## src/verilog/drss_pkg.sv

```systemverilog
// Package with register map, field layout, request codes and widths of the request selector.
package drss_pkg;
   // Register byte offsets on the APB side.
   localparam logic [7:0] CHAN_CTRL_BASE = 8'h00;
   localparam logic [7:0] XFER_COUNT_BASE = 8'h10;
   localparam logic [7:0] DMA_OPERATION_OFS = 8'h20;
   localparam int NUM_CHAN = 4;
   localparam int CHAN_IDX_W = 2;
   // Channel control register fields.
   localparam int CHAN_ENABLE_BIT = 0;
   localparam int XFER_END_BIT = 1;
   localparam int REQ_SEL_LSB = 8;
   localparam int REQ_SEL_W = 5;
   // Operation register fields.
   localparam int MASTER_ENABLE_BIT = 0;
   localparam int NMI_ABORT_BIT = 1;
   localparam int ADDR_ERR_BIT = 2;
   // Reset values.
   localparam logic [31:0] CTRL_RESET = 32'h0000_0000;
   localparam logic [15:0] COUNT_RESET = 16'h0000;
   localparam int COUNT_W = 16;
   // Request source codes.
   localparam logic [4:0] REQ_AUTO = 5'h00;
   localparam logic [4:0] REQ_TX0 = 5'h01;
   localparam logic [4:0] REQ_RX4 = 5'h0A;
   localparam logic [4:0] REQ_CONV0 = 5'h0B;
   localparam logic [4:0] REQ_CONV1 = 5'h0C;
   localparam logic [4:0] REQ_CAN_RX = 5'h0F;
   localparam logic [4:0] REQ_TIMER_FIRST = 5'h11;
   localparam logic [4:0] REQ_TIMER_LAST = 5'h1C;
   localparam int REQ_LINES_W = 32;
   // Transfer command word: channel index then request code.
   localparam int CMD_W = CHAN_IDX_W + REQ_SEL_W;
   typedef logic [CMD_W-1:0] drss_cmd_t;
endpackage

```

## src/verilog/drss_stream_if.sv

```systemverilog
// Interface carrying transfer commands with valid and ready.
`timescale 1ns/1ps
interface drss_stream_if;
   import drss_pkg::*;
   logic valid;
   logic ready;
   drss_cmd_t data;
   modport src (output valid, output data, input ready);
   modport snk (input valid, input data, output ready);
endinterface

```

## src/verilog/drss_cmd_buffer.sv

```systemverilog
// Two-entry command buffer whose outputs come straight from flip-flops.
`timescale 1ns/1ps
module drss_cmd_buffer (
   input wire logic clk_sys, // System clock.
   input wire logic sys_rst, // Synchronous reset, active high.
   input wire logic clrAll, // Standby clear.
   drss_stream_if.snk inS, // Filling side.
   drss_stream_if.src outS // Draining side.
);
   import drss_pkg::*;
   logic headValid_reg;
   logic spareValid_reg;
   drss_cmd_t head_reg;
   drss_cmd_t spare_reg;
   logic push;
   logic pop;

   ////////////////////////////////////////////////////////////////////////////////
   // The spare slot absorbs one word while the receiver stalls, so nothing is lost.
   assign push = inS.valid & ~spareValid_reg;
   assign pop = headValid_reg & outS.ready;
   assign inS.ready = ~spareValid_reg;
   assign outS.valid = headValid_reg;
   assign outS.data = head_reg;

   // Head and spare move together as one small pipeline.
   always_ff @(posedge clk_sys) begin
      if (sys_rst || clrAll) begin
         headValid_reg <= 1'b0;
         spareValid_reg <= 1'b0;
         head_reg <= '0;
         spare_reg <= '0;
      end else if (pop) begin
         if (spareValid_reg) begin
            head_reg <= spare_reg;
            spareValid_reg <= 1'b0;
         end else begin
            head_reg <= inS.data;
            headValid_reg <= push;
         end
      end else if (push) begin
         if (headValid_reg) begin
            spare_reg <= inS.data;
            spareValid_reg <= 1'b1;
         end else begin
            head_reg <= inS.data;
            headValid_reg <= 1'b1;
         end
      end
   end
endmodule

```

## src/verilog/drss_req_select.sv

```systemverilog
// Per-channel decoder from request source code to the selected trigger line.
`timescale 1ns/1ps
module drss_req_select (
   input wire logic [drss_pkg::REQ_SEL_W-1:0] reqSel, // Request source code.
   input wire logic [drss_pkg::REQ_LINES_W-1:0] periphReq, // Request lines by code.
   output logic autoMode, // Code picks internal auto-request.
   output logic reqLine // Selected peripheral request level.
);
   import drss_pkg::*;

   // Legal peripheral codes: serial, converters, network receive and timer events.
   function automatic logic isPeriphCode(input logic [REQ_SEL_W-1:0] c);
      isPeriphCode = (c >= REQ_TX0 && c <= REQ_CONV1) || (c == REQ_CAN_RX) ||
         (c >= REQ_TIMER_FIRST && c <= REQ_TIMER_LAST);
   endfunction

   ////////////////////////////////////////////////////////////////////////////////
   // A reserved code yields no line at all, so it can never trigger a transfer.
   always_comb begin
      autoMode = (reqSel == REQ_AUTO);
      reqLine = isPeriphCode(reqSel) & periphReq[reqSel];
   end
endmodule

```

## src/verilog/drss_top.sv

```systemverilog
// Request source selector and channel sequencer of a four-channel DMA controller.
//
// Function
// - Each channel picks auto or one peripheral line by a five-bit code.
// - A peripheral request comes from the source or destination module.
// - Auto mode raises the channel request internally, no external signal.
// - Auto channel runs when enables are 1 and end/abort/error flags 0.
// - Peripheral mode: one transfer per request assertion while enabled.
// - The peripheral interrupt request line serves as the transfer trigger.
// - Peripheral lines: timer, serial tx/rx, network receive, converters.
// - Serial 0 transmit is code 1, receive code 2, then alternating.
// - Serial 4 receive-full is code 10, source its receive data.
// - One code selects network receive, message words 0 to 15 as source.
// - Simultaneous requests served channel 0 first, then 1, 2, 3.
// - Each unit decrements the count; end flag set when it hits zero.
// - Address error or nmi sets its abort flag and stops all channels.
`timescale 1ns/1ps
module drss_top (
   input wire logic clk_sys, // System clock, 20 MHz.
   input wire logic sys_rst, // Synchronous reset, active high.
   input wire logic standby, // Standby mode, clears state like reset except pready, prdata and pslverr.
   input wire logic psel, // APB select.
   input wire logic penable, // APB enable.
   input wire logic pwrite, // APB direction.
   input wire logic [7:0] paddr, // APB byte address.
   input wire logic [31:0] pwdata, // APB write data.
   output logic [31:0] prdata, // APB read data.
   output logic pready, // APB ready.
   output logic pslverr, // APB error on unmapped address.
   input wire logic [drss_pkg::REQ_LINES_W-1:0] periphReq, // Request lines by code.
   input wire logic nmiIn, // Non-maskable interrupt event.
   input wire logic addrErrIn, // Address error raised by the transfer engine.
   output logic xferValid, // Transfer command pending.
   output logic [drss_pkg::CHAN_IDX_W-1:0] xferChan, // Channel of the command.
   output logic [drss_pkg::REQ_SEL_W-1:0] xferCode, // Request code of the command.
   input wire logic xferReady // Engine takes the command.
);
   import drss_pkg::*;

   logic [31:0] chanCtrl_reg [NUM_CHAN];
   logic [COUNT_W-1:0] xferCount_reg [NUM_CHAN];
   logic masterEnable_reg;
   logic nmiAbort_reg;
   logic addrErr_reg;
   logic [NUM_CHAN-1:0] teSeen_reg;
   logic nmiSeen_reg;
   logic aeSeen_reg;
   logic [NUM_CHAN-1:0] reqPrev_reg;
   logic [NUM_CHAN-1:0] pending_reg;
   logic [NUM_CHAN-1:0] autoMode;
   logic [NUM_CHAN-1:0] reqLine;
   logic [NUM_CHAN-1:0] chanOk;
   logic [NUM_CHAN-1:0] want;
   logic [NUM_CHAN-1:0] grant;
   logic [CHAN_IDX_W-1:0] grantIdx;
   logic wrEn;
   logic rdEn;
   logic [3:0] wrIdx;
   drss_cmd_t cmdNext;
   drss_stream_if toBuf ();
   drss_stream_if fromBuf ();

   ////////////////////////////////////////////////////////////////////////////////
   // Address decode shared by reads and writes; index 15 means unmapped.
   function automatic logic [3:0] regIndex(input logic [7:0] a);
      if (a[1:0] != 2'b00) begin
         regIndex = 4'hF;
      end else if (a < XFER_COUNT_BASE) begin
         regIndex = {2'b00, a[3:2]};
      end else if (a < DMA_OPERATION_OFS) begin
         regIndex = {2'b01, a[3:2]};
      end else if (a == DMA_OPERATION_OFS) begin
         regIndex = 4'h8;
      end else begin
         regIndex = 4'hF;
      end
   endfunction

   // Writes and reads take effect only in the cycle that completes the access.
   assign wrIdx = regIndex(paddr);
   assign wrEn = psel & penable & pready & pwrite;
   assign rdEn = psel & penable & pready & ~pwrite;

   // One wait state: ready rises in the second access cycle, then drops.
   always_ff @(posedge clk_sys) begin
      if (sys_rst) begin
         pready <= 1'b0;
      end else begin
         pready <= psel & penable & ~pready;
      end
   end

   // Read data and error are prepared together with ready.
   always_ff @(posedge clk_sys) begin
      if (sys_rst) begin
         prdata <= 32'h0000_0000;
         pslverr <= 1'b0;
      end else if (psel && penable && !pready) begin
         pslverr <= (wrIdx == 4'hF);
         prdata <= 32'h0000_0000;
         if (!pwrite) begin
            if (wrIdx < 4'h4) begin
               prdata <= chanCtrl_reg[wrIdx[1:0]];
            end else if (wrIdx < 4'h8) begin
               prdata <= {16'h0000, xferCount_reg[wrIdx[1:0]]};
            end else if (wrIdx == 4'h8) begin
               prdata <= {29'h0000_0000, addrErr_reg, nmiAbort_reg, masterEnable_reg};
            end
         end
      end else begin
         pslverr <= 1'b0;
      end
   end

   ////////////////////////////////////////////////////////////////////////////////
   // Per-channel decoders turn the five-bit code into auto mode or one line.
   generate
      for (genvar ch = 0; ch < NUM_CHAN; ch++) begin : gSel
         drss_req_select uSel (
            .reqSel(chanCtrl_reg[ch][REQ_SEL_LSB+:REQ_SEL_W]),
            .periphReq(periphReq),
            .autoMode(autoMode[ch]),
            .reqLine(reqLine[ch])
         );
      end
   endgenerate

   // A channel is enabled only with both enables set and no end, nmi or error flag.
   always_comb begin
      for (int ch = 0; ch < NUM_CHAN; ch++) begin
         chanOk[ch] = chanCtrl_reg[ch][CHAN_ENABLE_BIT] & masterEnable_reg &
            ~chanCtrl_reg[ch][XFER_END_BIT] & ~nmiAbort_reg & ~addrErr_reg;
         want[ch] = chanOk[ch] & (autoMode[ch] | pending_reg[ch]);
      end
   end

   // Fixed priority: the lowest numbered requesting channel wins.
   always_comb begin
      grant = '0;
      grantIdx = '0;
      for (int ch = NUM_CHAN - 1; ch >= 0; ch--) begin
         if (want[ch]) begin
            grant = '0;
            grant[ch] = toBuf.ready;
            grantIdx = CHAN_IDX_W'(ch);
         end
      end
      cmdNext = {grantIdx, chanCtrl_reg[grantIdx][REQ_SEL_LSB+:REQ_SEL_W]};
   end

   assign toBuf.valid = |want;
   assign toBuf.data = cmdNext;

   ////////////////////////////////////////////////////////////////////////////////
   // Each rising edge of the selected line arms one transfer; a served one disarms.
   // A request that arrives while one is still queued merges into it, so a peripheral
   // must not raise a second request before its first has been served.
   always_ff @(posedge clk_sys) begin
      if (sys_rst || standby) begin
         reqPrev_reg <= '0;
         pending_reg <= '0;
      end else begin
         reqPrev_reg <= reqLine;
         for (int ch = 0; ch < NUM_CHAN; ch++) begin
            if (reqLine[ch] && !reqPrev_reg[ch] && !autoMode[ch]) begin
               pending_reg[ch] <= 1'b1;
            end else if (grant[ch] || !chanOk[ch]) begin
               pending_reg[ch] <= 1'b0;
            end
         end
      end
   end

   ////////////////////////////////////////////////////////////////////////////////
   // Channel control: software fields, plus the end flag set by the sequencer.
   // The end flag clears only by a zero write after it was read as one.
   always_ff @(posedge clk_sys) begin
      if (sys_rst || standby) begin
         for (int ch = 0; ch < NUM_CHAN; ch++) begin
            chanCtrl_reg[ch] <= CTRL_RESET;
         end
         teSeen_reg <= '0;
      end else begin
         for (int ch = 0; ch < NUM_CHAN; ch++) begin
            if (wrEn && wrIdx == 4'(ch)) begin
               chanCtrl_reg[ch][CHAN_ENABLE_BIT] <= pwdata[CHAN_ENABLE_BIT];
               chanCtrl_reg[ch][REQ_SEL_LSB+:REQ_SEL_W] <= pwdata[REQ_SEL_LSB+:REQ_SEL_W];
               if (teSeen_reg[ch] && !pwdata[XFER_END_BIT]) begin
                  chanCtrl_reg[ch][XFER_END_BIT] <= 1'b0;
                  teSeen_reg[ch] <= 1'b0;
               end
            end
            if (rdEn && wrIdx == 4'(ch) && chanCtrl_reg[ch][XFER_END_BIT]) begin
               teSeen_reg[ch] <= 1'b1;
            end
            // Set wins over a clear in the same cycle.
            if (grant[ch] && xferCount_reg[ch] == COUNT_W'(1)) begin
               chanCtrl_reg[ch][XFER_END_BIT] <= 1'b1;
            end
         end
      end
   end

   // Transfer counts: software loads them, each issued unit takes one off.
   always_ff @(posedge clk_sys) begin
      if (sys_rst || standby) begin
         for (int ch = 0; ch < NUM_CHAN; ch++) begin
            xferCount_reg[ch] <= COUNT_RESET;
         end
      end else begin
         for (int ch = 0; ch < NUM_CHAN; ch++) begin
            if (grant[ch]) begin
               xferCount_reg[ch] <= xferCount_reg[ch] - COUNT_W'(1);
            end else if (wrEn && wrIdx == 4'(ch + 4)) begin
               xferCount_reg[ch] <= pwdata[COUNT_W-1:0];
            end
         end
      end
   end

   ////////////////////////////////////////////////////////////////////////////////
   // Operation register. Abort flags are set by hardware only and, like the end flag,
   // need a read of one before a zero write clears them; a new event wins the tie.
   always_ff @(posedge clk_sys) begin
      if (sys_rst || standby) begin
         masterEnable_reg <= 1'b0;
         nmiAbort_reg <= 1'b0;
         addrErr_reg <= 1'b0;
         nmiSeen_reg <= 1'b0;
         aeSeen_reg <= 1'b0;
      end else begin
         if (wrEn && wrIdx == 4'h8) begin
            masterEnable_reg <= pwdata[MASTER_ENABLE_BIT];
            if (nmiSeen_reg && !pwdata[NMI_ABORT_BIT]) begin
               nmiAbort_reg <= 1'b0;
               nmiSeen_reg <= 1'b0;
            end
            if (aeSeen_reg && !pwdata[ADDR_ERR_BIT]) begin
               addrErr_reg <= 1'b0;
               aeSeen_reg <= 1'b0;
            end
         end
         if (rdEn && wrIdx == 4'h8) begin
            nmiSeen_reg <= nmiSeen_reg | nmiAbort_reg;
            aeSeen_reg <= aeSeen_reg | addrErr_reg;
         end
         if (nmiIn) begin
            nmiAbort_reg <= 1'b1;
         end
         if (addrErrIn) begin
            addrErr_reg <= 1'b1;
         end
      end
   end

   ////////////////////////////////////////////////////////////////////////////////
   // Commands queue in a two-entry buffer; a stalled engine holds back the sequencer.
   // The code travels with the command so the engine may pick burst or cycle steal.
   drss_cmd_buffer uBuf (
      .clk_sys(clk_sys),
      .sys_rst(sys_rst),
      .clrAll(standby),
      .inS(toBuf.snk),
      .outS(fromBuf.src)
   );

   assign fromBuf.ready = xferReady;
   assign xferValid = fromBuf.valid;
   assign xferChan = fromBuf.data[CMD_W-1:REQ_SEL_W];
   assign xferCode = fromBuf.data[REQ_SEL_W-1:0];
endmodule

```

## config.mk

```make
export PLATFORM = sky130hd
export DESIGN_NAME = drss_top
export DESIGN_NICKNAME = d
export VERILOG_FILES = /design/src/verilog/drss_pkg.sv /design/src/verilog/drss_stream_if.sv /design/src/verilog/drss_cmd_buffer.sv /design/src/verilog/drss_req_select.sv /design/src/verilog/drss_top.sv
export SDC_FILE = /design/constraint.sdc
export NUM_CORES = 1
export LEC_CHECK = 0
export BUFFER_PORTS_ARGS = -buffer_cell sky130_fd_sc_hd__buf_2
export CORE_ASPECT_RATIO = 2
export CORE_MARGIN = 2
export CORE_UTILIZATION = 50
export DETAILED_ROUTE_END_ITERATION = 10
export GPL_TIMING_DRIVEN = 0
export HOLD_SLACK_MARGIN = 0.1
export PLACE_DENSITY = 0.71
export SYNTH_ARGS = -nofsm -noshare
export SYNTH_HDL_FRONTEND = slang
export SYNTH_HIERARCHICAL = 1
export SYNTH_SLANG_ARGS = --single-unit
```

## constraint.sdc

```tcl
create_clock -name clk_sys -period 7 [get_ports clk_sys]
set_clock_uncertainty 0.15 [all_clocks]
set_input_delay 0 -clock clk_sys [delete_from_list [all_inputs] [get_ports clk_sys]]
set_output_delay 0 -clock clk_sys [all_outputs]
set_load 0.02 [all_outputs]
```

==> flow_metrics.py, run 1 <==
metrics = {
    "clocking": {
        "clock_path_buffers": 2,
        "htree_levels": 4,
        "clock_latency_ns": 0.44,
        "ctsResizeCount": 0,
        "post_cts_buffers": 0,
        "ctsHoldBuffers": 39,
        "cts_tree": "done",
        "cts_sinks": 143,
        "cts_made_buffers": 17,
        "cts-root-buf": "clkbuf_16",
        "cts.clk_slew.worst_paths_ns": 0.06,
    },
    "timing": {
        "worst_slew_pin_slew_ns": 1.445,
        "fin_crit_sh_pct": 68.26,
        "fin_setup_tns_ns": 0,
        "hold_viol": 0,
        "setup_viol": 0,
        "fin_crit_ns": 4.778,
        "max_freq_mhz": 209.3,
        "maxSlewHeadroom_pct": 2.905,
        "finalMaxSlewViolations": 0,
        "rsz0062_at_grt": "no",
    },
    "floorplanning": {
        "die_y_um": 199.6,
        "ios": 123,
        "die_area_um2": 20320,
        "floorplan.initialDensity_pct": 51.03,
        "die_w_um": 101.8,
        "fp-row-count": 71,
        "placeableCoreArea_um2": 18740,
    },
    "setup_path": {
        "crit_required_ns": 7.23,
        "r2r_end": "uBuf/outS.data[1]",
        "reg2reg_depth": 11,
        "r2r-start": "chanCtrl_reg[3][3]",
        "crit_path_end_kind": "flip-flop",
        "worstSetupStartpointType": "flip-flop",
        "cp_data_arrival_time_ns": 5.01,
        "crit_type": "reg -> reg",
        "cp_max_fo": 8,
        "reg2reg_slack_ns": 2.22,
    },
    "yosys": {
        "synth-seq-cells": 143,
        "ys.flop_type": "edfxtp_1",
        "synth-seq-area-share_pct": 39.56,
        "ys_async_sr_fraction_pct": 0,
        "synth_edf_count": 92,
        "syn_area_um2": 9565,
        "postSynthCellCount": 940,
        "synth_warnings": 6,
        "synth_cell_types": 76,
        "avgSynthCellArea_um2": 10.18,
    },
    "power": {
        "peakVddDrop_mv": 0.2057,
        "finalPower_mw": 2.220,
        "power_density_nw_per_um2": 194.4,
        "leakage_nw": 4.285,
    },
    "final_layout": {
        "fin_nets": 1192,
        "multiInputGateArea_um2": 5378,
        "fin_area_um2": 11420,
        "final_common_cell": "buf_2",
        "final-seq-area_um2": 3784,
        "largest_reg_flops": 64,
        "layout_common_cells": "buf_2, edfxtp_1, nand2_1",
        "drive_above_1_share_pct": 16.22,
        "antenna_cells": 0,
        "area_delta_synth_final_pct": 19.39,
        "fillers": 1572,
    },
    "grt": {
        "gr-usage-all-layers_pct": 32.30,
        "grt_overflow": 0,
        "antenna_found_initial": 0,
        "grt_max_degree": 17,
        "grt_pass1_wl_mm": 48.13,
        "grt_pass1_vias": 8534,
    },
    "placed_design": {
        "place_area_um2": 10400,
        "port-buffer-count": 89,
        "gp_congestion": 0.9921,
        "hpwl_mm": 24.56,
    },
    "hold_path": {
        "worstHoldPathType": "in -> reg",
        "holdPathEnd": "masterEnable_reg",
        "hold_depth": 5,
        "holdCritStartpoint": "paddr[1]",
    },
    "route": {
        "routed_wl_mm": 32.13,
        "post_drt_wl_per_cell_um": 23.44,
        "viasPerCell": 6.301,
        "vias": 8638,
        "drcViolationCount": 0,
        "ant_nets": 0,
        "drt_iter0_drc": 695,
        "drtPass1Iterations": 7,
    },
    "run_status": {
        "status": "completed",
    },
    "run": {
        "maxCapViolCount": 0,
    },
}
==> area by class of cell <==
| type | instances | area share, % |
|---|---|---|
| Multi-Input combinational cell | 718 | 47.09 |
| Clock inverter | 14 | 1.665 |
| Buffer | 75 | 3.462 |
| Clock buffer | 18 | 3.846 |
| Inverter | 19 | 0.6245 |
| Sequential cell | 143 | 33.13 |
| Tap cell | 255 | 2.794 |
| Timing Repair Buffer | 129 | 7.385 |
==> critical path: stages (launching register included) <==
cell	delay, ns
edfxtp_1	0.41
clkbuf_1	0.26
or4_2	0.75
nor2_1	0.16
nor2_1	0.06
nor3_1	0.39
nand2_1	0.13
a21oi_1	0.85
mux2i_1	0.69
mux2i_1	0.14
o22ai_1	0.17
dlygate4sd3_1	0.56
==> synthesized netlist by cell type, types with 7 or more instances <==
library cell | n | area share, %
nor4_1 | 14 | 0.92
mux2_2 | 8 | 0.94
a22o_1 | 11 | 1.0
nor2_1 | 61 | 2.4
buf_2 | 16 | 0.84
o22ai_1 | 13 | 0.85
mux2i_1 | 46 | 4.8
nor3b_1 | 10 | 0.78
nand2b_1 | 11 | 0.72
nor3_1 | 30 | 1.6
a222oi_1 | 8 | 0.84
or4_1 | 8 | 0.63
o221ai_1 | 7 | 0.64
xnor2_1 | 32 | 2.9
a21boi_0 | 9 | 0.71
ha_1 | 8 | 1.0
o22a_1 | 7 | 0.64
and2_1 | 30 | 2.0
edfxtp_1 | 92 | 29
nand3_1 | 24 | 1.3
or3_1 | 10 | 0.65
o21ai_0 | 58 | 3.0
a21o_1 | 7 | 0.55
a21oi_1 | 16 | 0.84
clkbuf_1 | 37 | 1.5
o2bb2ai_1 | 18 | 1.6
o211ai_1 | 14 | 1.1
dfxtp_1 | 51 | 11
nand3b_1 | 12 | 0.94
nand2_1 | 85 | 3.3
xor2_1 | 21 | 1.9
mux4_1 | 32 | 8.8
a211oi_1 | 12 | 0.94
buf_4 | 17 | 1.3
inv_1 | 18 | 0.71
==> per-stage QoR <==
stage	cells	setup slack (ns)	util (%)	hold WS, ns
2_1_floorplan	955	3.374	-	-0.02624
3_3_place_gp	1299	2.240	55.41	0.07128
3_5_place_dp	1300	2.702	55.48	0.07830
4_1_cts	1371	2.328	60.92	0.1331
5_1_grt	1371	2.037	60.92	0.1779
6_report	1371	2.222	60.92	0.1540
==> worst max path at each step <==
| stage | from | endpoint | slack, ns | depth (start not counted) |
|---|---|---|---|---|
| 3_5_place_dp | chanCtrl_reg[2][3] | xferCount_reg[2][2] | 2.70 | 9 |
| 2_1_floorplan | chanCtrl_reg[2][3] | xferCount_reg[2][0] | 3.37 | 9 |
| 4_1_cts | chanCtrl_reg[3][3] | uBuf/outS.data[1] | 2.33 | 11 |
| 3_3_place_gp | chanCtrl_reg[2][3] | xferCount_reg[2][7] | 2.24 | 9 |
| 5_1_grt | chanCtrl_reg[3][3] | uBuf/outS.data[1] | 2.04 | 11 |
| 6_report | chanCtrl_reg[3][3] | uBuf/outS.data[1] | 2.22 | 11 |
==> power breakdown <==
group / total (mW) / internal [mW] / switching (mW) / leakage, nW
clock: 0.979 / 0.604 / 0.375 / 0.296
combinational: 0.285 / 0.125 / 0.161 / 2.55
sequential: 0.955 / 0.922 / 0.0334 / 1.44
==> cells by family after synthesis <==
kind of cell	count (synthesis)	synth area share (%)
XOR/XNOR	53	4.853
adder cells (fa/ha/maj)	8	1.046
other	1	0.03920
buffers and inverters	94	4.879
multiplexers	86	14.55
AO/OA/AOI/OAI	223	16.78
flip-flops	143	39.56
AND/OR/NAND/NOR	332	18.30
==> metal layers <==
layer | up-vias | routed length, um | global-route usage [%] | share of wire, %
li1 | 3939 | - | - | -
met1 | 4091 | 9975 | 29.94 | 31
met2 | 448 | 17210 | 58.67 | 54
met3 | 160 | 1629 | 4.057 | 5.1
met4 | 0 | 3317 | 29.83 | 10
met5 | - | 0 | 0 | 0
Power figures use the tool's default switching activity.
==> run 2: changes to the inputs <==
--- a/config.mk
+++ b/config.mk
@@ -12,7 +12,7 @@
 export DETAILED_ROUTE_END_ITERATION = 10
 export GPL_TIMING_DRIVEN = 0
 export HOLD_SLACK_MARGIN = 0.1
-export PLACE_DENSITY = 0.71
+export PLACE_DENSITY = 0.73
 export SYNTH_ARGS = -nofsm -noshare
 export SYNTH_HDL_FRONTEND = slang
 export SYNTH_HIERARCHICAL = 1
==> constraint.sdc (replaced) <==
create_clock -name clk_sys -period 4.2 [get_ports clk_sys]
set_clock_uncertainty 0.15 [all_clocks]
set_input_delay 0 -clock clk_sys [delete_from_list [all_inputs] [get_ports clk_sys]]
set_output_delay 0 -clock clk_sys [all_outputs]
set_load 0.02 [all_outputs]
==> run 2 against run 1 <==
Against the previous run:
- final cell count is 0.22% lower
- highest routed layer unchanged
- design area is 0.30% lower
- wire length increased by 1.2%
- setup slack got worse by 2.1 ns
- clock power is 62% higher
- utilization down 0.18 points
- non-clock buffer count fell by 3
- flip-flop and latch count is the same
==> flow_metrics.py, run 2 (synthesized netlist as in run 1, its figures left out) <==
metrics = {
    "timing": {
        "maxSlewHeadroom_pct": 21.78,
        "rsz0062_at_grt": "no",
        "setup_viol": 0,
        "fin_crit_ns": 4.066,
        "setup_slack_ns": 0.1343,
        "max_freq_mhz": 246.0,
        "fin_setup_tns_ns": 0,
        "fin_crit_sh_pct": 96.80,
        "hold_viol": 0,
        "whs_ns": 0.1272,
        "worst_slew_pin_slew_ns": 1.157,
        "finalMaxSlewViolations": 0,
    },
    "setup_path": {
        "reg2reg_slack_ns": 0.13,
        "crit_path_end_kind": "flip-flop",
        "crit_path_start": "chanCtrl_reg[0][3]",
        "crit_family": "simple AND/OR/NAND/NOR gates",
        "crit_required_ns": 4.33,
        "cp_max_fo": 10,
        "r2r-start": "chanCtrl_reg[0][3]",
        "cp_slowest_cell": "o31ai_1",
        "worstPathCellList": "clkbuf_1, or4_2, nor2_1, nor2_1, o31ai_1, nand4b_1, and4_1, buf_2, buf_2, o2bb2ai_1",
        "cp_data_arrival_time_ns": 4.20,
        "path_buf_inv": 3,
        "crit_type": "reg -> reg",
        "worstSetupStartpointType": "flip-flop",
        "cpPeakStageDelay_ns": 0.80,
    },
    "clocking": {
        "post_cts_buffers": 0,
        "clock_path_buffers": 2,
        "cts.clk_slew.worst_paths_ns": 0.06,
        "cts_tree": "done",
        "htree_levels": 4,
        "cts-root-buf": "clkbuf_16",
        "clock_latency_ns": 0.44,
        "cts_sinks": 143,
        "cts_made_buffers": 17,
    },
    "placed_design": {
        "gp_congestion": 0.9952,
        "place_inst": 1301,
        "hpwl_mm": 24.41,
        "dpl_worst_slack_ns": -0.4294,
        "port-buffer-count": 89,
    },
    "route": {
        "vias": 8633,
        "drt_iter0_drc": 756,
        "post_drt_wl_per_cell_um": 23.78,
        "ant_nets": 0,
        "routed_wl_mm": 32.53,
        "viasPerCell": 6.311,
        "drcViolationCount": 0,
        "drtPass1Iterations": 6,
    },
    "final_layout": {
        "final_common_cell": "buf_2",
        "fillers": 1639,
        "final_util_pct": 60.74,
        "drive_above_1_share_pct": 16.35,
        "largest_reg_flops": 64,
        "fin_nets": 1189,
        "area_delta_synth_final_pct": 19.03,
        "layoutNonFillerInstCount": 1368,
        "antenna_cells": 0,
        "layout_common_cells": "buf_2, edfxtp_1, nand2_1",
    },
    "run": {
        "maxCapViolCount": 0,
    },
    "run_status": {
        "status": "completed",
    },
    "floorplanning": {
        "die_w_um": 101.8,
        "fp-row-count": 71,
        "floorplan.initialDensity_pct": 51.03,
        "ios": 123,
        "placeableCoreArea_um2": 18740,
        "die_y_um": 199.6,
        "die_area_um2": 20320,
    },
    "hold_path": {
        "holdCritStartpoint": "paddr[7]",
        "worstHoldPathType": "in -> reg",
    },
    "power": {
        "peakVddDrop_mv": 0.3042,
        "power_density_nw_per_um2": 321.7,
        "leakage_nw": 4.271,
    },
    "grt": {
        "grt_pass1_wl_mm": 48.09,
        "grt_pass1_vias": 8630,
        "grt_overflow": 0,
        "antenna_found_initial": 0,
        "grt_max_degree": 17,
        "gr-usage-all-layers_pct": 32.39,
    },
}
==> run 2: cell count changes in the layout (fill, tap and decap cells not counted), moves of 2 or more <==
cell / change
dlygate4sd3_1: -4
clkbuf_1: +2
clkinv_2: +2
clkinv_4: -2
==> run 2: routing by layer <==
| layer | share of wire, % | track usage [%] |
|---|---|---|
| met4 | 9.5 | 25.63 |
| met3 | 5.7 | 5.352 |
| met1 | 31 | 30.69 |
| met5 | 0 | 0 |
| met2 | 53 | 59.31 |
==> run 2: repair_timing <==
| action | CTS | global route |
|---|---|---|
| hold buffers | 35 | 0 |
| resized for setup | 4 | 2 |
| cloned | 0 | 0 |
| endpoints found under the setup margin | 33 | 17 |
| pin swaps | 0 | 0 |
| endpoints found under the hold margin | 117 | 0 |
==> run 2: final cells by class <==
cell class | instances | area, um2 | area share [%]
multi-input cells | 718 | 5403 | 47.45
flip-flops and latches | 143 | 3784 | 33.23
clock buffers | 19 | 432.9 | 3.802
clock inverters | 13 | 170.2 | 1.495
inverters | 19 | 71.32 | 0.6264
repair buffers | 126 | 810.8 | 7.121
well taps | 255 | 319.1 | 2.802
plain buffers | 75 | 395.4 | 3.473
==> run 2: stage by stage <==
| step | power (mW) | instance area (um2) |
|---|---|---|
| after floorplan | 1.892 | 9622 |
| after global placement | 2.053 | 10390 |
| after detailed placement | 2.062 | 10400 |
| after CTS | 3.644 | 11380 |
| after global routing | 3.749 | 11390 |
| final | 3.662 | 11390 |
==> run 2: path summary, 6_finish.rpt <==
check	endpoint	cells after the start
max	xferCount_reg[3][7]	10
max reg2reg	xferCount_reg[3][7]	10
min reg2reg	prdata[15]	2
min	prdata[1]	6
==> run 2: power breakdown <==
group          switching, mW  internal, mW  total [mW]
Sequential            0.0595          1.54        1.60
Combinational          0.269         0.207       0.476
Clock                  0.607         0.983        1.59
Total                  0.936          2.73        3.66
==> run 2: worst register-to-register path, cell delays in order (launching register included) <==
cell       delay [ns]
edfxtp_1         0.41
clkbuf_1         0.24
or4_2            0.75
nor2_1           0.23
nor2_1           0.14
o31ai_1          0.80
nand4b_1         0.33
and4_1           0.27
buf_2            0.19
buf_2            0.26
o2bb2ai_1        0.15
==> run 3: changes to the inputs <==
--- a/config.mk
+++ b/config.mk
@@ -12,7 +12,8 @@
 export DETAILED_ROUTE_END_ITERATION = 10
 export GPL_TIMING_DRIVEN = 0
 export HOLD_SLACK_MARGIN = 0.1
-export PLACE_DENSITY = 0.73
+export PLACE_DENSITY = 0.74
+export SETUP_SLACK_MARGIN = 0.2
 export SYNTH_ARGS = -nofsm -noshare
 export SYNTH_HDL_FRONTEND = slang
 export SYNTH_HIERARCHICAL = 1
==> run 3 against run 2 <==
Against the previous run:
- clock power is essentially flat
- highest routed layer unchanged
- largest cell class unchanged
- critical endpoint is now xferCount_reg[3][11]
- register-to-register slack gained 0.17 ns
- critical path type unchanged
- final cell count grew 0.22%
- sequential share of layout area shrank 0.24 points
- largest power group unchanged
- global-route usage grew 0.23 points
- wire length shrank 0.70%
==> flow_metrics.py, run 3 (synthesized netlist as in run 1, its figures left out) <==
metrics = {
    "timing": {
        "setup_slack_ns": 0.3006,
        "setup_viol": 0,
        "maxSlewHeadroom_pct": 17.09,
        "fin_crit_ns": 3.899,
        "fin_setup_tns_ns": 0,
        "worst_slew_pin_slew_ns": 1.226,
        "rsz0062_at_grt": "yes",
        "hold_viol": 0,
        "max_freq_mhz": 256.4,
        "finalMaxSlewViolations": 0,
        "fin_crit_sh_pct": 92.84,
    },
    "power": {
        "peakVddDrop_mv": 0.3067,
        "leakage_nw": 4.309,
        "finalPower_mw": 3.677,
        "power_density_nw_per_um2": 320.7,
    },
    "route": {
        "drtPass1Iterations": 6,
        "post_drt_wl_per_cell_um": 23.56,
        "dr_wl_met2_mm": 17.22,
        "drt_iter0_drc": 676,
        "ant_nets": 0,
        "wl_met3_mm": 1.633,
        "viasPerCell": 6.354,
        "vias": 8711,
        "top_layer": "met4",
        "drt-met1-wl_mm": 9.942,
        "drcViolationCount": 0,
        "routed_wl_mm": 32.31,
    },
    "hold_path": {
        "holdPathEnd": "prdata[1]",
        "hold_depth": 5,
        "holdCritStartpoint": "paddr[1]",
        "worstHoldPathType": "in -> reg",
    },
    "final_layout": {
        "fillers": 1619,
        "layout_common_cells": "buf_2, edfxtp_1, nand2_1",
        "fin_nets": 1192,
        "area_delta_synth_final_pct": 19.88,
        "drive_above_1_share_pct": 17.11,
        "largest_reg_flops": 64,
        "final_common_cell": "buf_2",
        "final_util_pct": 61.18,
        "antenna_cells": 0,
    },
    "grt": {
        "grt_pass1_wl_mm": 48.19,
        "antenna_found_initial": 0,
        "grt_overflow": 0,
        "gr-usage-all-layers_pct": 32.62,
        "grt_max_degree": 17,
        "grt_pass1_vias": 8528,
    },
    "setup_path": {
        "crit_required_ns": 4.34,
        "crit_type": "reg -> reg",
        "r2r-start": "chanCtrl_reg[0][3]",
        "crit_path_end_kind": "flip-flop",
        "reg2reg_slack_ns": 0.30,
        "cp_data_arrival_time_ns": 4.04,
        "reg2reg_depth": 10,
        "r2r_end": "xferCount_reg[3][11]",
        "cp_max_fo": 10,
        "cpPeakStageDelay_ns": 0.74,
        "worstSetupStartpointType": "flip-flop",
        "worstPathCellList": "clkbuf_1, or4_2, nor2_1, nor2_1, o31ai_2, nand4b_1, and4_1, buf_2, buf_2, o2bb2ai_1",
        "cp_slowest_cell": "or4_2",
    },
    "clocking": {
        "clock_latency_ns": 0.44,
        "cts-root-buf": "clkbuf_16",
        "htree_levels": 4,
        "cts_sinks": 143,
        "cts_tree": "done",
        "cts.clk_slew.worst_paths_ns": 0.06,
        "cts_made_buffers": 17,
        "clock_path_buffers": 2,
    },
    "placed_design": {
        "dpl_worst_slack_ns": -0.5383,
        "hpwl_mm": 24.55,
        "port-buffer-count": 89,
        "gp_congestion": 1.036,
    },
    "floorplanning": {
        "ios": 123,
        "die_y_um": 199.6,
        "die_w_um": 101.8,
        "floorplan.initialDensity_pct": 51.03,
        "placeableCoreArea_um2": 18740,
        "die_area_um2": 20320,
        "fp-row-count": 71,
    },
    "run_status": {
        "status": "completed",
    },
    "run": {
        "maxCapViolCount": 0,
    },
}
run 3: final cells by class:
type	count	area [um2]	share of cell area [%]
multi-input cells	718	5429	47.34
inverters	19	71.32	0.6219
flip-flops and latches	143	3784	33.00
repair buffers	129	850.8	7.420
clock inverters	12	167.7	1.462
plain buffers	75	399.1	3.481
clock buffers	20	446.7	3.895
well taps	255	319.1	2.782
run 3: worst max-delay path by stage:
stage                                      end                from  cells past startpoint  slack, ns
after floorplan            xferCount_reg[2][0]  chanCtrl_reg[2][3]                      9       0.57
after detailed placement   xferCount_reg[2][5]  chanCtrl_reg[2][3]                      9      -0.54
after CTS                 xferCount_reg[3][11]  chanCtrl_reg[0][3]                     10       0.13
after global placement     xferCount_reg[2][6]  chanCtrl_reg[2][3]                      9      -0.40
final                     xferCount_reg[3][11]  chanCtrl_reg[0][3]                     10       0.30
after global routing      xferCount_reg[3][11]  chanCtrl_reg[0][3]                     10       0.16
run 3: critical path, delay by kind of cell (launching register included):
family	cells	cell delay, ns
DFF	1	0.40
buffers and inverters	3	0.73
and+or+nand+nor	5	1.67
AOI/OAI and AO/OA	2	0.78
run 3: through the flow:
stage | area [um2] | instances | hold slack, ns
6_report | 11470 | 1371 | 0.1230
5_1_grt | 11470 | 1371 | 0.1465
4_1_cts | 11410 | 1370 | 0.1063
3_5_place_dp | 10400 | 1301 | 0.07108
3_3_place_gp | 10390 | 1299 | 0.06009
2_1_floorplan | 9622 | 955 | -0.02624
run 3: metal layers:
metal  up-vias  global-route usage (%)
met5         -                       0
met4         0                   29.78
met3       170                   5.946
met2       430                   58.55
met1      4176                   29.84
li1       3935                       -
run 3: timing repair:
action | CTS | global route
resized for setup | 4 | 12
setup buffers | 0 | 1
endpoints found under the setup margin | 42 | 65
hold buffers | 37 | 0
endpoints found under the hold margin | 119 | 0
run 3: where the power goes:
part	switching, mW	internal [mW]
logic	0.269	0.210
registers	0.0590	1.54
clock network	0.601	1.00
total	0.929	2.75
